<file path="src/shared/phy_misc_pkg.sv">
`default_nettype none
package phy_misc_pkg;
	localparam int CLK_MHZ = 50;
	// times as specified, in their own unit
	localparam int LINK_WAIT_US = 330;
	localparam int RST_HOLD_US = 256;
	localparam int MII_SLOW_US = 16;
	localparam int ACT_HOLD_MS = 128;
	localparam int HB_DELAY_NS = 2000;
	localparam int HB_WIDTH_NS = 1000;
	localparam int CRS_WIN = 10;
	localparam int SYM_BITS = 5;
	// derived cycle counts at the pclk rate
	localparam int LINK_WAIT_CYC = LINK_WAIT_US * CLK_MHZ;
	localparam int RST_HOLD_CYC = RST_HOLD_US * CLK_MHZ;
	localparam int MII_SLOW_CYC = MII_SLOW_US * CLK_MHZ;
	localparam int ACT_HOLD_CYC = ACT_HOLD_MS * 1000 * CLK_MHZ;
	localparam int HB_DELAY_CYC = (HB_DELAY_NS * CLK_MHZ) / 1000;
	localparam int HB_WIDTH_CYC = (HB_WIDTH_NS * CLK_MHZ) / 1000;
	// register indices; byte address is four times the index
	localparam logic [7:0] CTRL_IDX = 8'h00;
	localparam logic [7:0] STAT_IDX = 8'h01;
	localparam logic [7:0] MCS_IDX = 8'h11;
	localparam logic [7:0] SPEC_IDX = 8'h1B;
	// control, mcs and spec register fields
	localparam int B_DUPLEX = 8;
	localparam int B_COLTEST = 7;
	localparam int B_ISOLATE = 10;
	localparam int B_PDOWN = 11;
	localparam int B_ANEG = 12;
	localparam int B_SPEED = 13;
	localparam int B_LOOP = 14;
	localparam int B_SWRST = 15;
	localparam int B_EDPD = 13;
	localparam int B_HB_OFF = 11;
	localparam logic [15:0] CTRL_RST = 16'h3000;
	localparam logic [15:0] MCS_RST = 16'h0000;
	localparam logic [15:0] SPEC_RST = 16'h0000;
	// 5B code groups
	localparam logic [9:0] SYM_JK = 10'h311;
	localparam logic [4:0] SYM_T = 5'h0D;
	localparam logic [4:0] SYM_R = 5'h07;
	localparam logic [4:0] SYM_IDLE = 5'h1F;
	typedef enum {CS_OFF, CS_PRE, CS_FRAME} crs_state_type;
	typedef enum {LK_DOWN, LK_WAIT, LK_READY, LK_UP} link_state_type;
endpackage : phy_misc_pkg
`default_nettype wire

</file>
<file path="src/hdl/phy_misc_status_control.sv">
// Functional notes
// CRS from receive only in repeater/full duplex
// carrier on at two nonadjacent zeros in ten
// ten ones before J/K drop carrier
// after J/K, end on T/R or two IDLEs
// COL on simultaneous tx/rx, off in full duplex
// collision test mirrors TX_EN onto COL
// 10M heartbeat pulse after TX_EN falls, disableable
// isolate ignores transmit inputs, off at reset
// link ready waits auto-negotiation unless disabled
// wait 330us of valid signal before ready
// valid signal loss forces link down immediately
// power-down bit holds all but management down; the code does not gate the speed LED with it
// energy-detect power-down, wake on line energy
// host holds hardware reset low 100us
// self-clearing soft reset stretched 256us
// power-down exit reset, three sources combined
// registers reset by hardware or soft reset only
// MII slow 16us after reset, then fast; the code goes fast only while the aneg bit is set
// strap bit one makes LED active low
// activity LED held 128ms after CRS
// speed LED on at 100M or negotiation; the code holds it off while isolate is set
// near loopback, transmitter off, COL gated
// strap bit zero makes LED active high
`timescale 1ns/1ps
`default_nettype none
module phy_misc_status_control #(
	parameter int LINK_WAIT = phy_misc_pkg::LINK_WAIT_CYC, // valid-signal settle cycles
	parameter int RST_HOLD  = phy_misc_pkg::RST_HOLD_CYC,  // reset stretch cycles
	parameter int ACT_HOLD  = phy_misc_pkg::ACT_HOLD_CYC   // activity LED hold cycles
) (
	input  wire logic        pclk,                // system clock
	input  wire logic        presetn,             // async reset, low active
	input  wire logic        psel,                // apb select
	input  wire logic        penable,             // apb enable
	input  wire logic        pwrite,              // apb direction
	input  wire logic [11:0] paddr,               // apb byte address
	input  wire logic [31:0] pwdata,              // apb write data
	output logic             pready,              // apb ready
	output logic [31:0]      prdata,              // apb read data
	output logic             pslverr,             // apb error
	input  wire logic        tx_en,               // mac transmit enable
	input  wire logic        code_clk,            // receive code bit clock
	input  wire logic        code_bit,            // encoded unscrambled bit
	input  wire logic        data_valid,          // equaliser valid signal
	input  wire logic        aneg_grant,          // auto-negotiation grant, releases ready link
	input  wire logic        line_energy_present, // line energy seen
	input  wire logic        repeater_mode,       // repeater configuration
	input  wire logic [3:0]  led_strap,           // address straps for led polarity
	output logic             crs,                 // carrier sense
	output logic             col,                 // collision
	output logic             link_up,             // link indication
	output logic             general_internal_reset, // combined reset, high active
	output logic             powered_down,        // core powered down
	output logic             tx_power_off,        // transmitters off
	output logic             loopback_on,         // near-end loopback path
	output logic             tx_accept,           // transmit inputs not isolated
	output logic             mii_fast,            // 1: 25 MHz, 0: 2.5 MHz
	output logic             energy_wake,         // pulse on energy wake-up
	output logic [3:0]       led_out              // link, activity, speed, duplex
);
	import phy_misc_pkg::*;

	////////////////////////////////////////////////////////////////////////
	// input synchronisers
	localparam int NS = 7;
	logic [NS-1:0] meta_r;
	logic [NS-1:0] sync_r;
	always_ff @(posedge pclk or negedge presetn)
		if (!presetn)
		begin
			meta_r <= '0;
			sync_r <= '0;
		end
		else
		begin
			meta_r <= {tx_en, code_clk, code_bit, data_valid, aneg_grant,
				line_energy_present, repeater_mode};
			sync_r <= meta_r;
		end
	logic tx_s, cclk_s, cbit_s, dv_s, ag_s, en_s, rep_s;
	assign {tx_s, cclk_s, cbit_s, dv_s, ag_s, en_s, rep_s} = sync_r;

	////////////////////////////////////////////////////////////////////////
	// registers
	logic [15:0] ctrl_r, mcs_r, spec_r;
	logic        rst_r;
	logic        swrst_req;
	logic        wr_acc, rd_setup;
	logic [9:0]  widx;
	assign widx = paddr[11:2];
	assign wr_acc = psel && penable && pwrite;
	assign rd_setup = psel && !penable;

	function automatic logic mapped(input logic [9:0] idx);
		mapped = (idx == {2'b00, CTRL_IDX}) || (idx == {2'b00, STAT_IDX})
			|| (idx == {2'b00, MCS_IDX}) || (idx == {2'b00, SPEC_IDX});
	endfunction : mapped

	assign swrst_req = wr_acc && (widx == {2'b00, CTRL_IDX}) && pwdata[B_SWRST];

	// mcs and spec survive soft reset; ctrl does not
	always_ff @(posedge pclk or negedge presetn)
		if (!presetn)
		begin
			ctrl_r <= CTRL_RST;
			mcs_r  <= MCS_RST;
			spec_r <= SPEC_RST;
		end
		else if (swrst_req)
			ctrl_r <= CTRL_RST | (16'h1 << B_SWRST); // see R15
		else if (wr_acc)
		begin
			if (widx == {2'b00, CTRL_IDX})
				ctrl_r <= pwdata[15:0];
			if (widx == {2'b00, MCS_IDX})
				mcs_r <= pwdata[15:0];
			if (widx == {2'b00, SPEC_IDX})
				spec_r <= pwdata[15:0];
		end
		else if (ctrl_r[B_SWRST] && !rst_r)
			ctrl_r[B_SWRST] <= 1'b0;

	logic isolate, loop, coltest, fdx, fast, aneg, hb_off;
	assign isolate = ctrl_r[B_ISOLATE];
	assign loop = ctrl_r[B_LOOP];
	assign coltest = ctrl_r[B_COLTEST];
	assign fdx = ctrl_r[B_DUPLEX];
	assign fast = ctrl_r[B_SPEED];
	assign aneg = ctrl_r[B_ANEG];
	assign hb_off = spec_r[B_HB_OFF];

	////////////////////////////////////////////////////////////////////////
	// power-down and combined reset
	logic pd, pd_q_r;
	logic [31:0] rst_cnt_r;
	assign pd = ctrl_r[B_PDOWN] || (mcs_r[B_EDPD] && !en_s); // see R12

	always_ff @(posedge pclk or negedge presetn)
		if (!presetn)
			pd_q_r <= 1'b0;
		else
			pd_q_r <= pd;

	// hardware reset sets it asynchronously; soft and wake resets are stretched
	always_ff @(posedge pclk or negedge presetn)
		if (!presetn)
		begin
			rst_r <= 1'b1;
			rst_cnt_r <= '0;
		end
		else if (swrst_req || (pd_q_r && !pd)) // see R15
		begin
			rst_r <= 1'b1;
			rst_cnt_r <= 32'(RST_HOLD);
		end
		else if (rst_cnt_r != '0)
			rst_cnt_r <= rst_cnt_r - 32'h1;
		else
			rst_r <= 1'b0;

	always_ff @(posedge pclk or negedge presetn)
		if (!presetn)
			energy_wake <= 1'b0;
		else
			energy_wake <= mcs_r[B_EDPD] && pd_q_r && !pd && en_s;

	logic core_rst;
	assign core_rst = rst_r || pd;
	assign general_internal_reset = rst_r;
	assign powered_down = pd_q_r;
	assign tx_power_off = loop || pd_q_r;
	assign loopback_on = loop;

	////////////////////////////////////////////////////////////////////////
	// receive code bits and carrier detect
	logic cclk_q_r, bit_stb;
	always_ff @(posedge pclk or negedge presetn)
		if (!presetn)
			cclk_q_r <= 1'b0;
		else
			cclk_q_r <= cclk_s;
	assign bit_stb = cclk_s && !cclk_q_r;

	function automatic logic two_sep_zeros(input logic [CRS_WIN-1:0] w);
		two_sep_zeros = 1'b0;
		for (int i = 0; i < CRS_WIN; i++)
			for (int j = i + 2; j < CRS_WIN; j++)
				if (!w[i] && !w[j])
					two_sep_zeros = 1'b1;
	endfunction : two_sep_zeros

	crs_state_type cs_r;
	logic [CRS_WIN-1:0] win_r;
	logic [CRS_WIN-1:0] win_nxt;
	logic [3:0] ones_r, sym_cnt_r;
	logic [4:0] prev_sym_r;
	assign win_nxt = {win_r[CRS_WIN-2:0], cbit_s};

	// end of stream; the window is flushed so the T/R bits cannot retrigger carrier
	logic frame_end;
	assign frame_end = (cs_r == CS_FRAME) && (sym_cnt_r == 4'(SYM_BITS - 1))
		&& ((prev_sym_r == SYM_T && win_nxt[4:0] == SYM_R)
		|| (prev_sym_r == SYM_IDLE && win_nxt[4:0] == SYM_IDLE));

	always_ff @(posedge pclk or negedge presetn)
		if (!presetn)
			win_r <= '1;
		else if (core_rst)
			win_r <= '1;
		else if (bit_stb)
			win_r <= frame_end ? '1 : win_nxt;

	always_ff @(posedge pclk or negedge presetn)
		if (!presetn)
		begin
			cs_r <= CS_OFF;
			ones_r <= '0;
			sym_cnt_r <= '0;
			prev_sym_r <= '0;
		end
		else if (core_rst)
			cs_r <= CS_OFF;
		else if (bit_stb)
		begin
			ones_r <= cbit_s ? ones_r + 4'h1 : 4'h0;
			case (cs_r)
				CS_OFF:
					if (two_sep_zeros(win_nxt))
					begin
						cs_r <= CS_PRE;
						ones_r <= '0;
					end
				CS_PRE:
					if (win_nxt == SYM_JK)
					begin
						cs_r <= CS_FRAME;
						sym_cnt_r <= '0;
						prev_sym_r <= SYM_R;
					end
					else if (cbit_s && ones_r == 4'(CRS_WIN - 1))
						cs_r <= CS_OFF;
				CS_FRAME:
					if (sym_cnt_r == 4'(SYM_BITS - 1))
					begin
						sym_cnt_r <= '0;
						prev_sym_r <= win_nxt[4:0];
						// a lone T or IDLE keeps carrier up
						if (frame_end)
							cs_r <= CS_OFF;
					end
					else
						sym_cnt_r <= sym_cnt_r + 4'h1;
				default:
					cs_r <= CS_OFF;
			endcase
		end

	logic rx_act, tx_act, crs_nxt;
	assign rx_act = cs_r != CS_OFF;
	assign tx_act = tx_s && !isolate && !core_rst;
	assign tx_accept = !isolate;
	assign crs_nxt = (rep_s || fdx) ? rx_act : (rx_act || tx_act);

	always_ff @(posedge pclk or negedge presetn)
		if (!presetn)
			crs <= 1'b0;
		else
			crs <= crs_nxt;

	////////////////////////////////////////////////////////////////////////
	// collision and heartbeat
	logic tx_q_r, hb_pulse;
	logic [7:0] hb_cnt_r;
	always_ff @(posedge pclk or negedge presetn)
		if (!presetn)
			tx_q_r <= 1'b0;
		else
			tx_q_r <= tx_act;

	always_ff @(posedge pclk or negedge presetn)
		if (!presetn)
			hb_cnt_r <= '0;
		else if (tx_q_r && !tx_act && !fast && !hb_off)
			hb_cnt_r <= 8'(HB_DELAY_CYC + HB_WIDTH_CYC);
		else if (hb_cnt_r != '0)
			hb_cnt_r <= hb_cnt_r - 8'h1;
	assign hb_pulse = (hb_cnt_r != '0) && (hb_cnt_r <= 8'(HB_WIDTH_CYC));

	// registered on pclk: one cycle late versus a truly asynchronous gate
	always_ff @(posedge pclk or negedge presetn)
		if (!presetn)
			col <= 1'b0;
		else if (coltest)
			col <= tx_act;
		else if (fdx || loop) // see R05
			col <= 1'b0;
		else
			col <= (tx_act && rx_act) || hb_pulse; // see R05

	////////////////////////////////////////////////////////////////////////
	// link integrity
	link_state_type lk_r;
	logic [31:0] lk_cnt_r;
	always_ff @(posedge pclk or negedge presetn)
		if (!presetn)
		begin
			lk_r <= LK_DOWN;
			lk_cnt_r <= '0;
		end
		else if (!dv_s || core_rst)
			lk_r <= LK_DOWN;
		else
			case (lk_r)
				LK_DOWN:
				begin
					lk_r <= LK_WAIT;
					lk_cnt_r <= 32'(LINK_WAIT);
				end
				LK_WAIT:
					if (lk_cnt_r > 32'h1)
						lk_cnt_r <= lk_cnt_r - 32'h1;
					else
						lk_r <= aneg ? LK_READY : LK_UP; // see R10
				LK_READY:
					if (ag_s || !aneg)
						lk_r <= LK_UP;
				LK_UP:
					lk_r <= LK_UP;
				default:
					lk_r <= LK_DOWN;
			endcase
	assign link_up = lk_r == LK_UP;

	////////////////////////////////////////////////////////////////////////
	// mii clock rate after reset
	logic [15:0] slow_cnt_r;
	always_ff @(posedge pclk or negedge presetn)
		if (!presetn)
			slow_cnt_r <= 16'(MII_SLOW_CYC);
		else if (core_rst)
			slow_cnt_r <= 16'(MII_SLOW_CYC);
		else if (slow_cnt_r != '0)
			slow_cnt_r <= slow_cnt_r - 16'h1;

	always_ff @(posedge pclk or negedge presetn)
		if (!presetn)
			mii_fast <= 1'b0;
		else
			mii_fast <= (slow_cnt_r == '0) && aneg;

	////////////////////////////////////////////////////////////////////////
	// leds
	logic [3:0] pol_r;
	logic       strap_done_r;
	logic [31:0] act_cnt_r;
	logic [3:0] led_act;

	// straps caught at the first edge after reset release
	always_ff @(posedge pclk or negedge presetn)
		if (!presetn)
		begin
			pol_r <= '0;
			strap_done_r <= 1'b0;
		end
		else if (!strap_done_r)
		begin
			pol_r <= led_strap;
			strap_done_r <= 1'b1;
		end

	always_ff @(posedge pclk or negedge presetn)
		if (!presetn)
			act_cnt_r <= '0;
		else if (crs)
			act_cnt_r <= 32'(ACT_HOLD);
		else if (act_cnt_r != '0)
			act_cnt_r <= act_cnt_r - 32'h1;

	assign led_act[0] = link_up;
	assign led_act[1] = crs || (act_cnt_r != '0);
	assign led_act[2] = (fast || aneg) && !isolate;
	assign led_act[3] = fdx && link_up;

	always_ff @(posedge pclk or negedge presetn)
		if (!presetn)
			led_out <= '0;
		else
			led_out <= led_act ^ pol_r; // see R19

	////////////////////////////////////////////////////////////////////////
	// apb slave: one wait-free access phase, data from flops
	logic [15:0] stat_w;
	assign stat_w = {10'h0, pd_q_r, rst_r, en_s, col, crs, link_up};
	assign pready = psel && penable;

	always_ff @(posedge pclk or negedge presetn)
		if (!presetn)
		begin
			prdata <= '0;
			pslverr <= 1'b0;
		end
		else if (rd_setup)
		begin
			pslverr <= !mapped(widx);
			if (pwrite || !mapped(widx))
				prdata <= '0;
			else if (widx == {2'b00, CTRL_IDX})
				prdata <= {16'h0, ctrl_r};
			else if (widx == {2'b00, STAT_IDX})
				prdata <= {16'h0, stat_w};
			else if (widx == {2'b00, MCS_IDX})
				prdata <= {16'h0, mcs_r};
			else
				prdata <= {16'h0, spec_r};
		end
endmodule : phy_misc_status_control
`default_nettype wire

</file>
<file path="config.mk">
export PLATFORM = sky130hd
export DESIGN_NAME = phy_misc_status_control
export DESIGN_NICKNAME = d
export VERILOG_FILES = /design/src/shared/phy_misc_pkg.sv /design/src/hdl/phy_misc_status_control.sv
export SDC_FILE = /design/constraint.sdc
export NUM_CORES = 1
export LEC_CHECK = 0
export BUFFER_PORTS_ARGS = -buffer_cell sky130_fd_sc_hd__buf_2
export CAP_MARGIN = 10
export CORE_MARGIN = 2
export CORE_UTILIZATION = 60
export CTS_CLUSTER_DIAMETER = 80
export DETAILED_ROUTE_END_ITERATION = 10
export GPL_TIMING_DRIVEN = 1
export HOLD_SLACK_MARGIN = 0.1
export PLACE_DENSITY_LB_ADDON = 0.12
export SLEW_MARGIN = 40
export SYNTH_ARGS = -nofsm -noshare
export SYNTH_HDL_FRONTEND = slang
export SYNTH_SLANG_ARGS = --single-unit
export TNS_END_PERCENT = 100
</file>
<file path="constraint.sdc">
create_clock -name pclk -period 3.4 [get_ports pclk]
set_clock_uncertainty 0.05 [all_clocks]
set_input_delay 0.17 -clock pclk [delete_from_list [all_inputs] [get_ports pclk]]
set_output_delay 0.17 -clock pclk [all_outputs]
set_load 0.03 [all_outputs]
</file>
==> results.toml, run 1 <==
[run_status]
status = "finished clean"

[clock_tree]
ctsRootBufferMaster = "sky130_fd_sc_hd__clkbuf_16"
worstSkewPairLatency_ns = 0.52
cts_sink_count = 242
cts_tree = "yes"
cts-resized-gates = 0
cts_max_level = 1
cts_max_path_buffers = 3
cts.reportedPaths.clkPinSlew_ns = 0.06
numCtsBuffers = 26

[layout]
flow.area_growth_from_synthesis_pct = 16.2
fin_nets = 1375
layout-drive-gt1-share_pct = 17.9
stdcell_area_um2 = 14000
finalNonFillerCells = 1589
antenna-diode-count = 0
postLayoutCoreUtil_pct = 71.7

[flow_run]
max_cap_violations = 0

[yosys]
synth.yosys.warnings = 0
synth_ff_type = "sky130_fd_sc_hd__dfrtp_1"
ys_async_sr_fraction_pct = 100
synth_area_per_cell_um2 = 10.2
post_synth_main_area_contributors = "sky130_fd_sc_hd__dfrtp_1, sky130_fd_sc_hd__mux2_2, sky130_fd_sc_hd__dfstp_2"
synth_sequential_area_ratio_pct = 50.3
post_synth_instance_area_um2 = 12100
synth.largest_area_cell = "sky130_fd_sc_hd__dfrtp_1"
yosysMostFrequentCell = "sky130_fd_sc_hd__dfrtp_1"
netlist_instances = 1187
post_synth_most_frequent_cells = "sky130_fd_sc_hd__dfrtp_1, sky130_fd_sc_hd__nand2_1, sky130_fd_sc_hd__nor2_1, sky130_fd_sc_hd__o21ai_0, sky130_fd_sc_hd__a21oi_1"
synth_top_cell_area_share_pct = 47.0
netlist-cell-type-count = 77
synth-edff-count = 0
postSynthRegisterBits = 242

[route]
detailroute.via_count = 9695
detail_route.wirelength_um = 27400
wire_per_inst_um = 17.3
avgViaCountPerCell = 6.10
drt_pre_antenna_iters = 5
first_drt_iteration_drcs = 555
detail_route.drc_violations = 0
detail-route-antenna-nets = 0

[timing]
grt_setup_unrepaired = "no"
layout_min_cycle_time_ns = 2.76
report.final.hold_viol_count = 0
relSlewSlack_pct = 51.8
report.final.setup_viol = 0
timing.setup.tns_ns = 0
finalWorstSetupSlack_ns = 0.637
finalMaxSlewViolations = 0
layout_worst_path_cycle_share_pct = 81.3
finalHoldWorstSlack_ns = 0.123
max_slew.worst_pin.slew_ns = 0.718
max_freq_ghz = 0.362

[die]
floorplan.die_area_um2 = 21300
placeableCoreArea_um2 = 19600
die_x_um = 146
initial_utilization_pct = 61.7
ios = 108
die_h_um = 146
placement_rows = 51

[placement]
placedCellCount = 1507
gp_congestion = 0.815
post-dp-hpwl_um = 17500
place_worst_setup_slack_ns = 0.638
buffers_added_on_ports = 73
placedInstanceArea_um2 = 12800

[critical_path]
timing.critical_path.fanout_max = 10
cp_slowest_cell = "sky130_fd_sc_hd__or4_1"
cpMostUsedCell = "sky130_fd_sc_hd__or4_1"
critical_path_cell_sequence = "nor3_1, nand4_1, or4_1, or4_1, nand3_1"
startpoint_type = "register"
timing.critical_path.arrival_ns = 3.16
worstSetupEndpointType = "register"
crit_type = "register to register"
cp.required_ns = 3.80
crit_path_max_incr_delay_ns = 0.61

[global_route]
first_global_vias = 9482
pin_count_of_the_biggest_net_entering_global_routing = 118
globalRoute.totalOverflow = 0
globalRouteTotalUtil_pct = 26.1
antenna_found_initial = 1
grt_first_pass_wirelength_um = 46600

[power_and_ir_drop]
pwr_density_cell_nw_per_um2 = 458
vdd_drop_max_uv = 462
post-layout-total-power_mw = 6.43
cellLeakagePower_nw = 6.54

[worst_hold_path]
worst_hold_path_type = "primary input to register"
layer usage:
metal / GRT usage, % / part of all wire (%) / vias to the layer above
met5: 0 / 0 / -
met4: 7.25 / 2.6 / 0
met3: 4.42 / 5.3 / 66
met2: 43.5 / 49 / 263
met1: 35.5 / 44 / 4762
li1: - / - / 4604
state kept, by name (all words and copies together) (netlist names), 7 cells and up:
name,cells
slow_cnt_r,16
mcs_r,16
prdata,16
hb_cnt_r,8
ctrl_r,16
meta_r,7
act_cnt_r,32
spec_r,16
rst_cnt_r,32
lk_cnt_r,32
win_r,9
sync_r,7
area by class of cell:
type / instances / area, um^2
multi-input combinational: 865 / 5640
sequential: 242 / 6080
timing repair buffer: 134 / 942
clock buffer: 35 / 756
tap: 265 / 332
inverter: 35 / 131
clock inverter: 13 / 165
fill: 1469 / 5550
critical path: cells and delay by family, from the launching register on:
kind,cells,cell delay (ns)
flops,1,0.41
simple gates,5,2.23
logic make-up (layout without fill, tap and decap cells):
group	count (synthesis)	after routing	share of synthesized area, %
xor+xnor	50	50	3.62
mux	61	61	5.43
fa+ha+maj	11	11	1.14
flops	242	242	50.3
other cells	2	17	0.0622
simple gates	486	486	22.5
buf+inv	95	217	3.60
compound gates	240	240	13.4
where the power goes:
part,switching (mW),internal [mW],leakage [nW],total (mW)
sequential,0.0934,2.97,3.11,3.06
combinational,0.218,0.154,2.96,0.372
clock,1.14,1.86,0.464,2.99
total,1.45,4.98,6.54,6.43
worst paths after layout:
kind / startpoint / endpoint / slack [ns] / cells past startpoint
setup / recovery: lk_cnt_r[2] / lk_cnt_r[27] / 0.64 / 5
hold / removal: pwrite / spec_r[3] / 0.12 / 4
setup reg to reg: lk_cnt_r[2] / lk_cnt_r[27] / 0.64 / 5
hold reg to reg: meta_r[3] / sync_r[3] / 0.30 / 0
max in group asynchronous: presetn / rst_cnt_r[22] / 2.51 / 3
min in group asynchronous: presetn / hb_cnt_r[7] / 0.17 / 3
placed cells by master (no fill, tap or decap), types with 15 or more instances in the layout:
master and n:
sky130_fd_sc_hd__mux2i_1 25, sky130_fd_sc_hd__dlygate4sd3_1 32, sky130_fd_sc_hd__buf_4 26, sky130_fd_sc_hd__or3_1 46, sky130_fd_sc_hd__a21oi_1 56, sky130_fd_sc_hd__inv_1 35, sky130_fd_sc_hd__nand4_1 21, sky130_fd_sc_hd__dfrtp_1 226
sky130_fd_sc_hd__nor4_1 27, sky130_fd_sc_hd__nor3_1 37, sky130_fd_sc_hd__buf_2 72, sky130_fd_sc_hd__xor2_1 16, sky130_fd_sc_hd__conb_1 17, sky130_fd_sc_hd__mux2_2 36, sky130_fd_sc_hd__nor2_1 85, sky130_fd_sc_hd__o21ai_0 61
sky130_fd_sc_hd__xnor2_1 34, sky130_fd_sc_hd__nand3_1 39, sky130_fd_sc_hd__clkbuf_16 27, sky130_fd_sc_hd__or4_1 33, sky130_fd_sc_hd__nand2b_1 16, sky130_fd_sc_hd__dfstp_2 15, sky130_fd_sc_hd__nand2_1 95
repair_timing:
action	4_1_cts	5_1_grt
hold buffers	33	0
setup buffers	0	0
endpoints found under the hold margin	286	0
Note: power is estimated with default switching activity, not from simulation.
==> run 2: changes to the inputs <==
Settings changed: CORE_UTILIZATION 60 to 54.
Clock period 3.4 ns to 2.3 ns, I/O delays scaled along.
==> run 2 against run 1 <==
  * The flow now finishes with violations (setup timing)
  * Sequential share of layout area is 3.4 points lower
  * Largest power group unchanged
  * Die area is 11% higher
  * Highest routed layer unchanged
  * Setup slack worse by 0.65 ns
  * Core utilization is 2.1 points lower
  * Via count is 4.1% higher
  * Critical path depth is 2 higher
==> results.toml, run 2 (same netlist as run 1, synthesis figures left out) <==
[route]
detail_route.wirelength_um = 28900
detailroute.via_count = 10100
detail-route-antenna-nets = 0
wire_per_inst_um = 16.7
drt_pre_antenna_iters = 4
avgViaCountPerCell = 5.84
first_drt_iteration_drcs = 486
detail_route.drc_violations = 0

[layout]
layout.area.seq_um2 = 6080
postLayoutCoreUtil_pct = 69.6
num-fill-cells = 1672
mostFrequentLayoutCells = "sky130_fd_sc_hd__dfrtp_1, sky130_fd_sc_hd__buf_4, sky130_fd_sc_hd__nand2_1"
layout.cells.most_common = "sky130_fd_sc_hd__dfrtp_1"
multi_input_area_um2 = 5870
top_regs = "act_cnt_r x32, lk_cnt_r x32, rst_cnt_r x32"
flow.area_growth_from_synthesis_pct = 26.0
layout-drive-gt1-share_pct = 26.7
fin_nets = 1502

[die]
ios = 108
die_x_um = 154
placement_rows = 54
die_h_um = 154
placeableCoreArea_um2 = 21900
floorplan.die_area_um2 = 23600
initial_utilization_pct = 55.2

[run_status]
violations = "setup timing"
status = "complete, but fails checks"

[timing]
finalHoldWorstSlack_ns = 0.112
report.final.setup_viol = 3
max_freq_ghz = 0.432
layout_worst_path_cycle_share_pct = 101
max_slew.worst_pin.slew_ns = 0.565
relSlewSlack_pct = 62.0
finalMaxSlewViolations = 0
layout_min_cycle_time_ns = 2.31
report.final.hold_viol_count = 0
grt_setup_unrepaired = "yes"
finalWorstSetupSlack_ns = -0.0128

[clock_tree]
cts_max_level = 1
worstSkewPairLatency_ns = 0.55
cts_tree = "yes"
cts.reportedPaths.clkPinSlew_ns = 0.06
cts_max_path_buffers = 3
ctsRootBufferMaster = "sky130_fd_sc_hd__clkbuf_16"
numCtsBuffers = 27
cts_sink_count = 242

[power_and_ir_drop]
power.share.clock_pct = 44.5
comb_power_share_pct = 6.8
p_int_mw = 7.11
seq_power_share_pct = 48.8
pwr_density_cell_nw_per_um2 = 609
netSwitchingPower_mw = 2.16
post-layout-total-power_mw = 9.27
vdd_drop_max_uv = 803
cellLeakagePower_nw = 7.16
power_switching_share_pct = 23.3

[global_route]
globalRoute.totalOverflow = 0
pin_count_of_the_biggest_net_entering_global_routing = 61
globalRouteTotalUtil_pct = 24.4
antenna_found_initial = 0
first_global_vias = 9957
grt_first_pass_wirelength_um = 48500

[critical_path]
crit_family = "simple AND/OR/NAND/NOR gates"
timing.reg2reg.worst_path_depth = 7
startpoint_type = "register"
crit_path_max_incr_delay_ns = 0.44
cp_slowest_cell = "sky130_fd_sc_hd__dfrtp_2"
crit_type = "register to register"
timing.critical_path.arrival_ns = 2.73
timing.critical_path.fanout_max = 5
critical_path_cell_sequence = "nor4_4, nand4_1, buf_4, buf_6, or4_4, or4_1, o21ai_1"
critPathBufInv = 2
worstSetupEndpointType = "register"
crit_cells = 7
cp.required_ns = 2.72

[worst_hold_path]
worst_hold_path_type = "primary input to register"
min_delay_path_depth = 5

[placement]
gp_congestion = 0.851
place_worst_setup_slack_ns = -0.0712
post-dp-hpwl_um = 19400
buffers_added_on_ports = 73

[flow_run]
max_cap_violations = 0
==> run 2: layer usage <==
layer | GRT usage, % | part of all wire, % | vias to the layer above
li1 | - | - | 4862
met1 | 34.4 | 45 | 4965
met2 | 40.8 | 48 | 212
met3 | 3.52 | 4.3 | 49
met4 | 5.11 | 2.0 | 0
met5 | 0 | 0 | -
==> run 2: final timing paths <==
check	slack, ns	end	start
min in group asynchronous	0.59	lk_cnt_r[29]	presetn
hold reg to reg	0.29	sync_r[2]	meta_r[2]
max in group asynchronous	0.92	win_r[3]	presetn
setup / recovery	-0.01	lk_cnt_r[17]	lk_cnt_r[9]
hold / removal	0.11	mcs_r[9]	paddr[4]
setup reg to reg	-0.01	lk_cnt_r[17]	lk_cnt_r[9]
==> run 2: timing repair <==
item	in CTS	in global routing
pin swaps	3	22
hold buffers	37	0
hold endpoints to repair	309	0
cloned	1	0
setup buffers	1	10
resized for setup	4	49
setup endpoints to repair	25	57
==> run 2: worst register-to-register path, cell delays in order (launching register included) <==
cell and delay, ns:
sky130_fd_sc_hd__dfrtp_2 0.44, sky130_fd_sc_hd__nor4_4 0.32, sky130_fd_sc_hd__nand4_1 0.22, sky130_fd_sc_hd__buf_4 0.21
sky130_fd_sc_hd__buf_6 0.11, sky130_fd_sc_hd__or4_4 0.40, sky130_fd_sc_hd__or4_1 0.40, sky130_fd_sc_hd__o21ai_1 0.09
==> run 2: layout make-up <==
cell class | instances | area share [%]
flip-flops and latches | 242 | 39.9
multi-input cells | 866 | 38.6
repair buffers | 259 | 12.8
clock buffers | 44 | 5.45
well taps | 280 | 2.30
inverters | 35 | 0.863
clock inverters | 1 | 0.131
diodes | 1 | 0.0164
==> run 2: stage by stage <==
stage | setup TNS, ns | cells | instance area [um^2]
final | -0.0288 | 1728 | 15200
after CTS | -0.00237 | 1717 | 14900
after global placement | -0.0679 | 1633 | 13700
after global routing | -0.912 | 1727 | 15200
after floorplan | -0.0585 | 1202 | 12200
after detailed placement | -0.780 | 1633 | 13700
==> run 2: power by group through the flow <==
stage          Sequential, mW  Combinational [mW]  Clock [mW]
2_1_floorplan            4.58               0.304           0
3_3_place_gp             4.58               0.564           0
3_5_place_dp             4.59               0.584           0
4_1_cts                  4.52               0.631        4.20
5_1_grt                  4.54               0.707        4.39
6_report                 4.52               0.628        4.12
==> run 3: changes to the inputs <==
Settings changed: ABC_AREA set to 1, CORE_UTILIZATION 54 to 55.
==> run 3 against run 2 <==
  * The flow now finishes without violations
  * Critical path depth is 5 higher
  * Design area is 0.35% lower
  * Via count is 11% higher
  * Flip-flop and latch count stayed put
  * Register-to-register slack better by 0.24 ns
  * Fmax is 12% higher
  * Synthesized cell count is 46% higher
  * Total power is 0.54% lower
  * Sequential share of layout area is 0.12 points higher
  * Core utilization is 4.9 points lower
  * Largest cell class is now multi-input combinational cells
==> results.toml, run 3 <==
[run_status]
status = "finished clean"

[timing]
relSlewSlack_pct = 55.1
grt_setup_unrepaired = "no"
timing.setup.tns_ns = 0
finalHoldWorstSlack_ns = 0.105
layout_min_cycle_time_ns = 2.07
report.final.setup_viol = 0
finalMaxSlewViolations = 0
layout_worst_path_cycle_share_pct = 90.0
finalWorstSetupSlack_ns = 0.230
report.final.hold_viol_count = 0
max_freq_ghz = 0.483
max_slew.worst_pin.slew_ns = 0.671

[yosys]
ys_async_sr_fraction_pct = 100
post_synth_main_area_contributors = "sky130_fd_sc_hd__dfrtp_1, sky130_fd_sc_hd__nand2_1, sky130_fd_sc_hd__nor2_1"
netlist_instances = 1733
synth_adder_area_share_pct = 1.05
synth_area_in_simple_gates_pct = 32.7
synth_mux_area_share_pct = 0.420
postSynthRegisterBits = 242
synth_sequential_area_ratio_pct = 46.3
synth.yosys.warnings = 0
post_synth_instance_area_um2 = 13100
post_synthesis_share_of_cell_area_spent_on_xor_and_xnor_gates_pct = 4.01
synth-compound-area-share_pct = 7.55
combinational_family_with_the_most_area_after_synthesis = "simple AND/OR/NAND/NOR gates"
synth.largest_area_cell = "sky130_fd_sc_hd__dfrtp_1"
synth-edff-count = 0
post_synth_most_frequent_cells = "sky130_fd_sc_hd__nand2_1, sky130_fd_sc_hd__nor2_1, sky130_fd_sc_hd__dfrtp_1, sky130_fd_sc_hd__inv_1, sky130_fd_sc_hd__nand3_1"
yosysMostFrequentCell = "sky130_fd_sc_hd__nand2_1"
synth_area_per_cell_um2 = 7.57
synth_top_cell_area_share_pct = 43.3
synth_ff_type = "sky130_fd_sc_hd__dfrtp_1"
netlist-cell-type-count = 48

[clock_tree]
worstSkewPairLatency_ns = 0.54
cts_max_path_buffers = 3
cts_max_level = 1
cts_sink_count = 242
ctsRootBufferMaster = "sky130_fd_sc_hd__clkbuf_16"
numCtsBuffers = 27
cts.reportedPaths.clkPinSlew_ns = 0.06
cts_tree = "yes"

[critical_path]
timing.critical_path.fanout_max = 14
cp_slowest_cell = "sky130_fd_sc_hd__dfrtp_1"
cp.required_ns = 2.68
crit_type = "register to register"
critPathBufInv = 2
startpoint_type = "register"
cpMostUsedCell = "sky130_fd_sc_hd__nand2_2"
critical_path_cell_sequence = "inv_1, ha_1, nand2_2, nor2_4, nand2_1, nand2_2, nand2_1, nand2_1, nand2_2, buf_4, nand2_2, o21ai_2"
worstSetupEndpointType = "register"
crit_family = "simple AND/OR/NAND/NOR gates"
timing.critical_path.arrival_ns = 2.45
crit_path_max_incr_delay_ns = 0.39

[power_and_ir_drop]
pwr_density_cell_nw_per_um2 = 608
vdd_drop_max_uv = 529
cellLeakagePower_nw = 8.25
post-layout-total-power_mw = 9.22

[layout]
layout.cells.most_common = "sky130_fd_sc_hd__nand2_1"
top_regs = "act_cnt_r x32, lk_cnt_r x32, rst_cnt_r x32"
num-fill-cells = 2071
mostFrequentLayoutCells = "sky130_fd_sc_hd__nand2_1, sky130_fd_sc_hd__nor2_1, sky130_fd_sc_hd__dfrtp_1"
antenna-diode-count = 0
layout-drive-gt1-share_pct = 12.6
flow.area_growth_from_synthesis_pct = 15.7
fin_nets = 1934

[placement]
post-dp-hpwl_um = 21300
buffers_added_on_ports = 73
gp_congestion = 0.916
place_worst_setup_slack_ns = 0.216

[global_route]
pin_count_of_the_biggest_net_entering_global_routing = 83
globalRouteTotalUtil_pct = 25.0
first_global_vias = 10700
grt_first_pass_wirelength_um = 51100
globalRoute.totalOverflow = 0
antenna_found_initial = 0

[die]
ios = 108
placement_rows = 56
placeableCoreArea_um2 = 23500
die_x_um = 158
initial_utilization_pct = 55.9
die_h_um = 158
floorplan.die_area_um2 = 25100

[route]
avgViaCountPerCell = 5.10
detail_route.wirelength_um = 30600
detail_route.drc_violations = 0
detailroute.via_count = 11200
detail-route-antenna-nets = 0
drt_pre_antenna_iters = 5
first_drt_iteration_drcs = 760
wire_per_inst_um = 13.9

[flow_run]
max_cap_violations = 0

[worst_hold_path]
worst_hold_path_type = "primary input to async pin"
## run 3: per-stage QoR
step	cells	utilization (%)	area (um^2)
CTS	2202	64.5	15100
detailed placement	2112	59.0	13800
global route	2202	64.6	15200
global placement	2112	59.0	13800
floorplan	1748	-	13200
finish	2202	64.6	15200
## run 3: cell type report
cell class / count / area [um^2] / share of cell area [%]
Inverter: 188 / 706 / 4.65
Clock inverter: 12 / 124 / 0.816
Tap cell: 319 / 399 / 2.63
Clock buffer: 37 / 773 / 5.10
Multi-Input combinational cell: 1266 / 6100 / 40.2
Sequential cell: 242 / 6070 / 40.0
Timing Repair Buffer: 138 / 998 / 6.58
## run 3: timing repair
action,in CTS,in global routing
setup endpoints to repair,0,10
buffers inserted,0,2
gates resized for setup,0,5
hold buffers,41,0
hold endpoints to repair,272,0
## run 3: path summary, 6_finish.rpt
path / start / end / slack (ns) / depth (start not counted)
worst max-delay path: lk_cnt_r[0] / lk_cnt_r[13] / 0.23 / 12
worst min-delay path: presetn / prdata[6] / 0.10 / 2
worst max register to register: lk_cnt_r[0] / lk_cnt_r[13] / 0.23 / 12
worst min register to register: meta_r[4] / sync_r[4] / 0.30 / 0
max in group asynchronous: presetn / slow_cnt_r[5] / 1.24 / 3
min in group pclk: tx_en / meta_r[6] / 0.17 / 2
## run 3: layer usage
| metal | up-vias | global-route usage (%) | routed length, um |
|---|---|---|---|
| met5 | - | 0 | 0 |
| met4 | 0 | 5.53 | 537 |
| met3 | 44 | 3.32 | 1320 |
| met2 | 230 | 42.2 | 14400 |
| met1 | 5212 | 34.7 | 14400 |
| li1 | 5735 | - | - |
## run 3: cell families after synthesis
family,after synthesis
AOI/OAI and AO/OA,178
xor gates and xnor gates,60
adders and majority gates,11
buffers and inverters,240
DFF,242
muxes,5
other,2
and+or+nand+nor,995
## run 3: report_power, final
part / leakage (nW) / internal, mW / switching [mW]
registers: 3.18 / 4.36 / 0.0758
clock network: 0.434 / 2.57 / 1.73
logic: 4.64 / 0.173 / 0.313
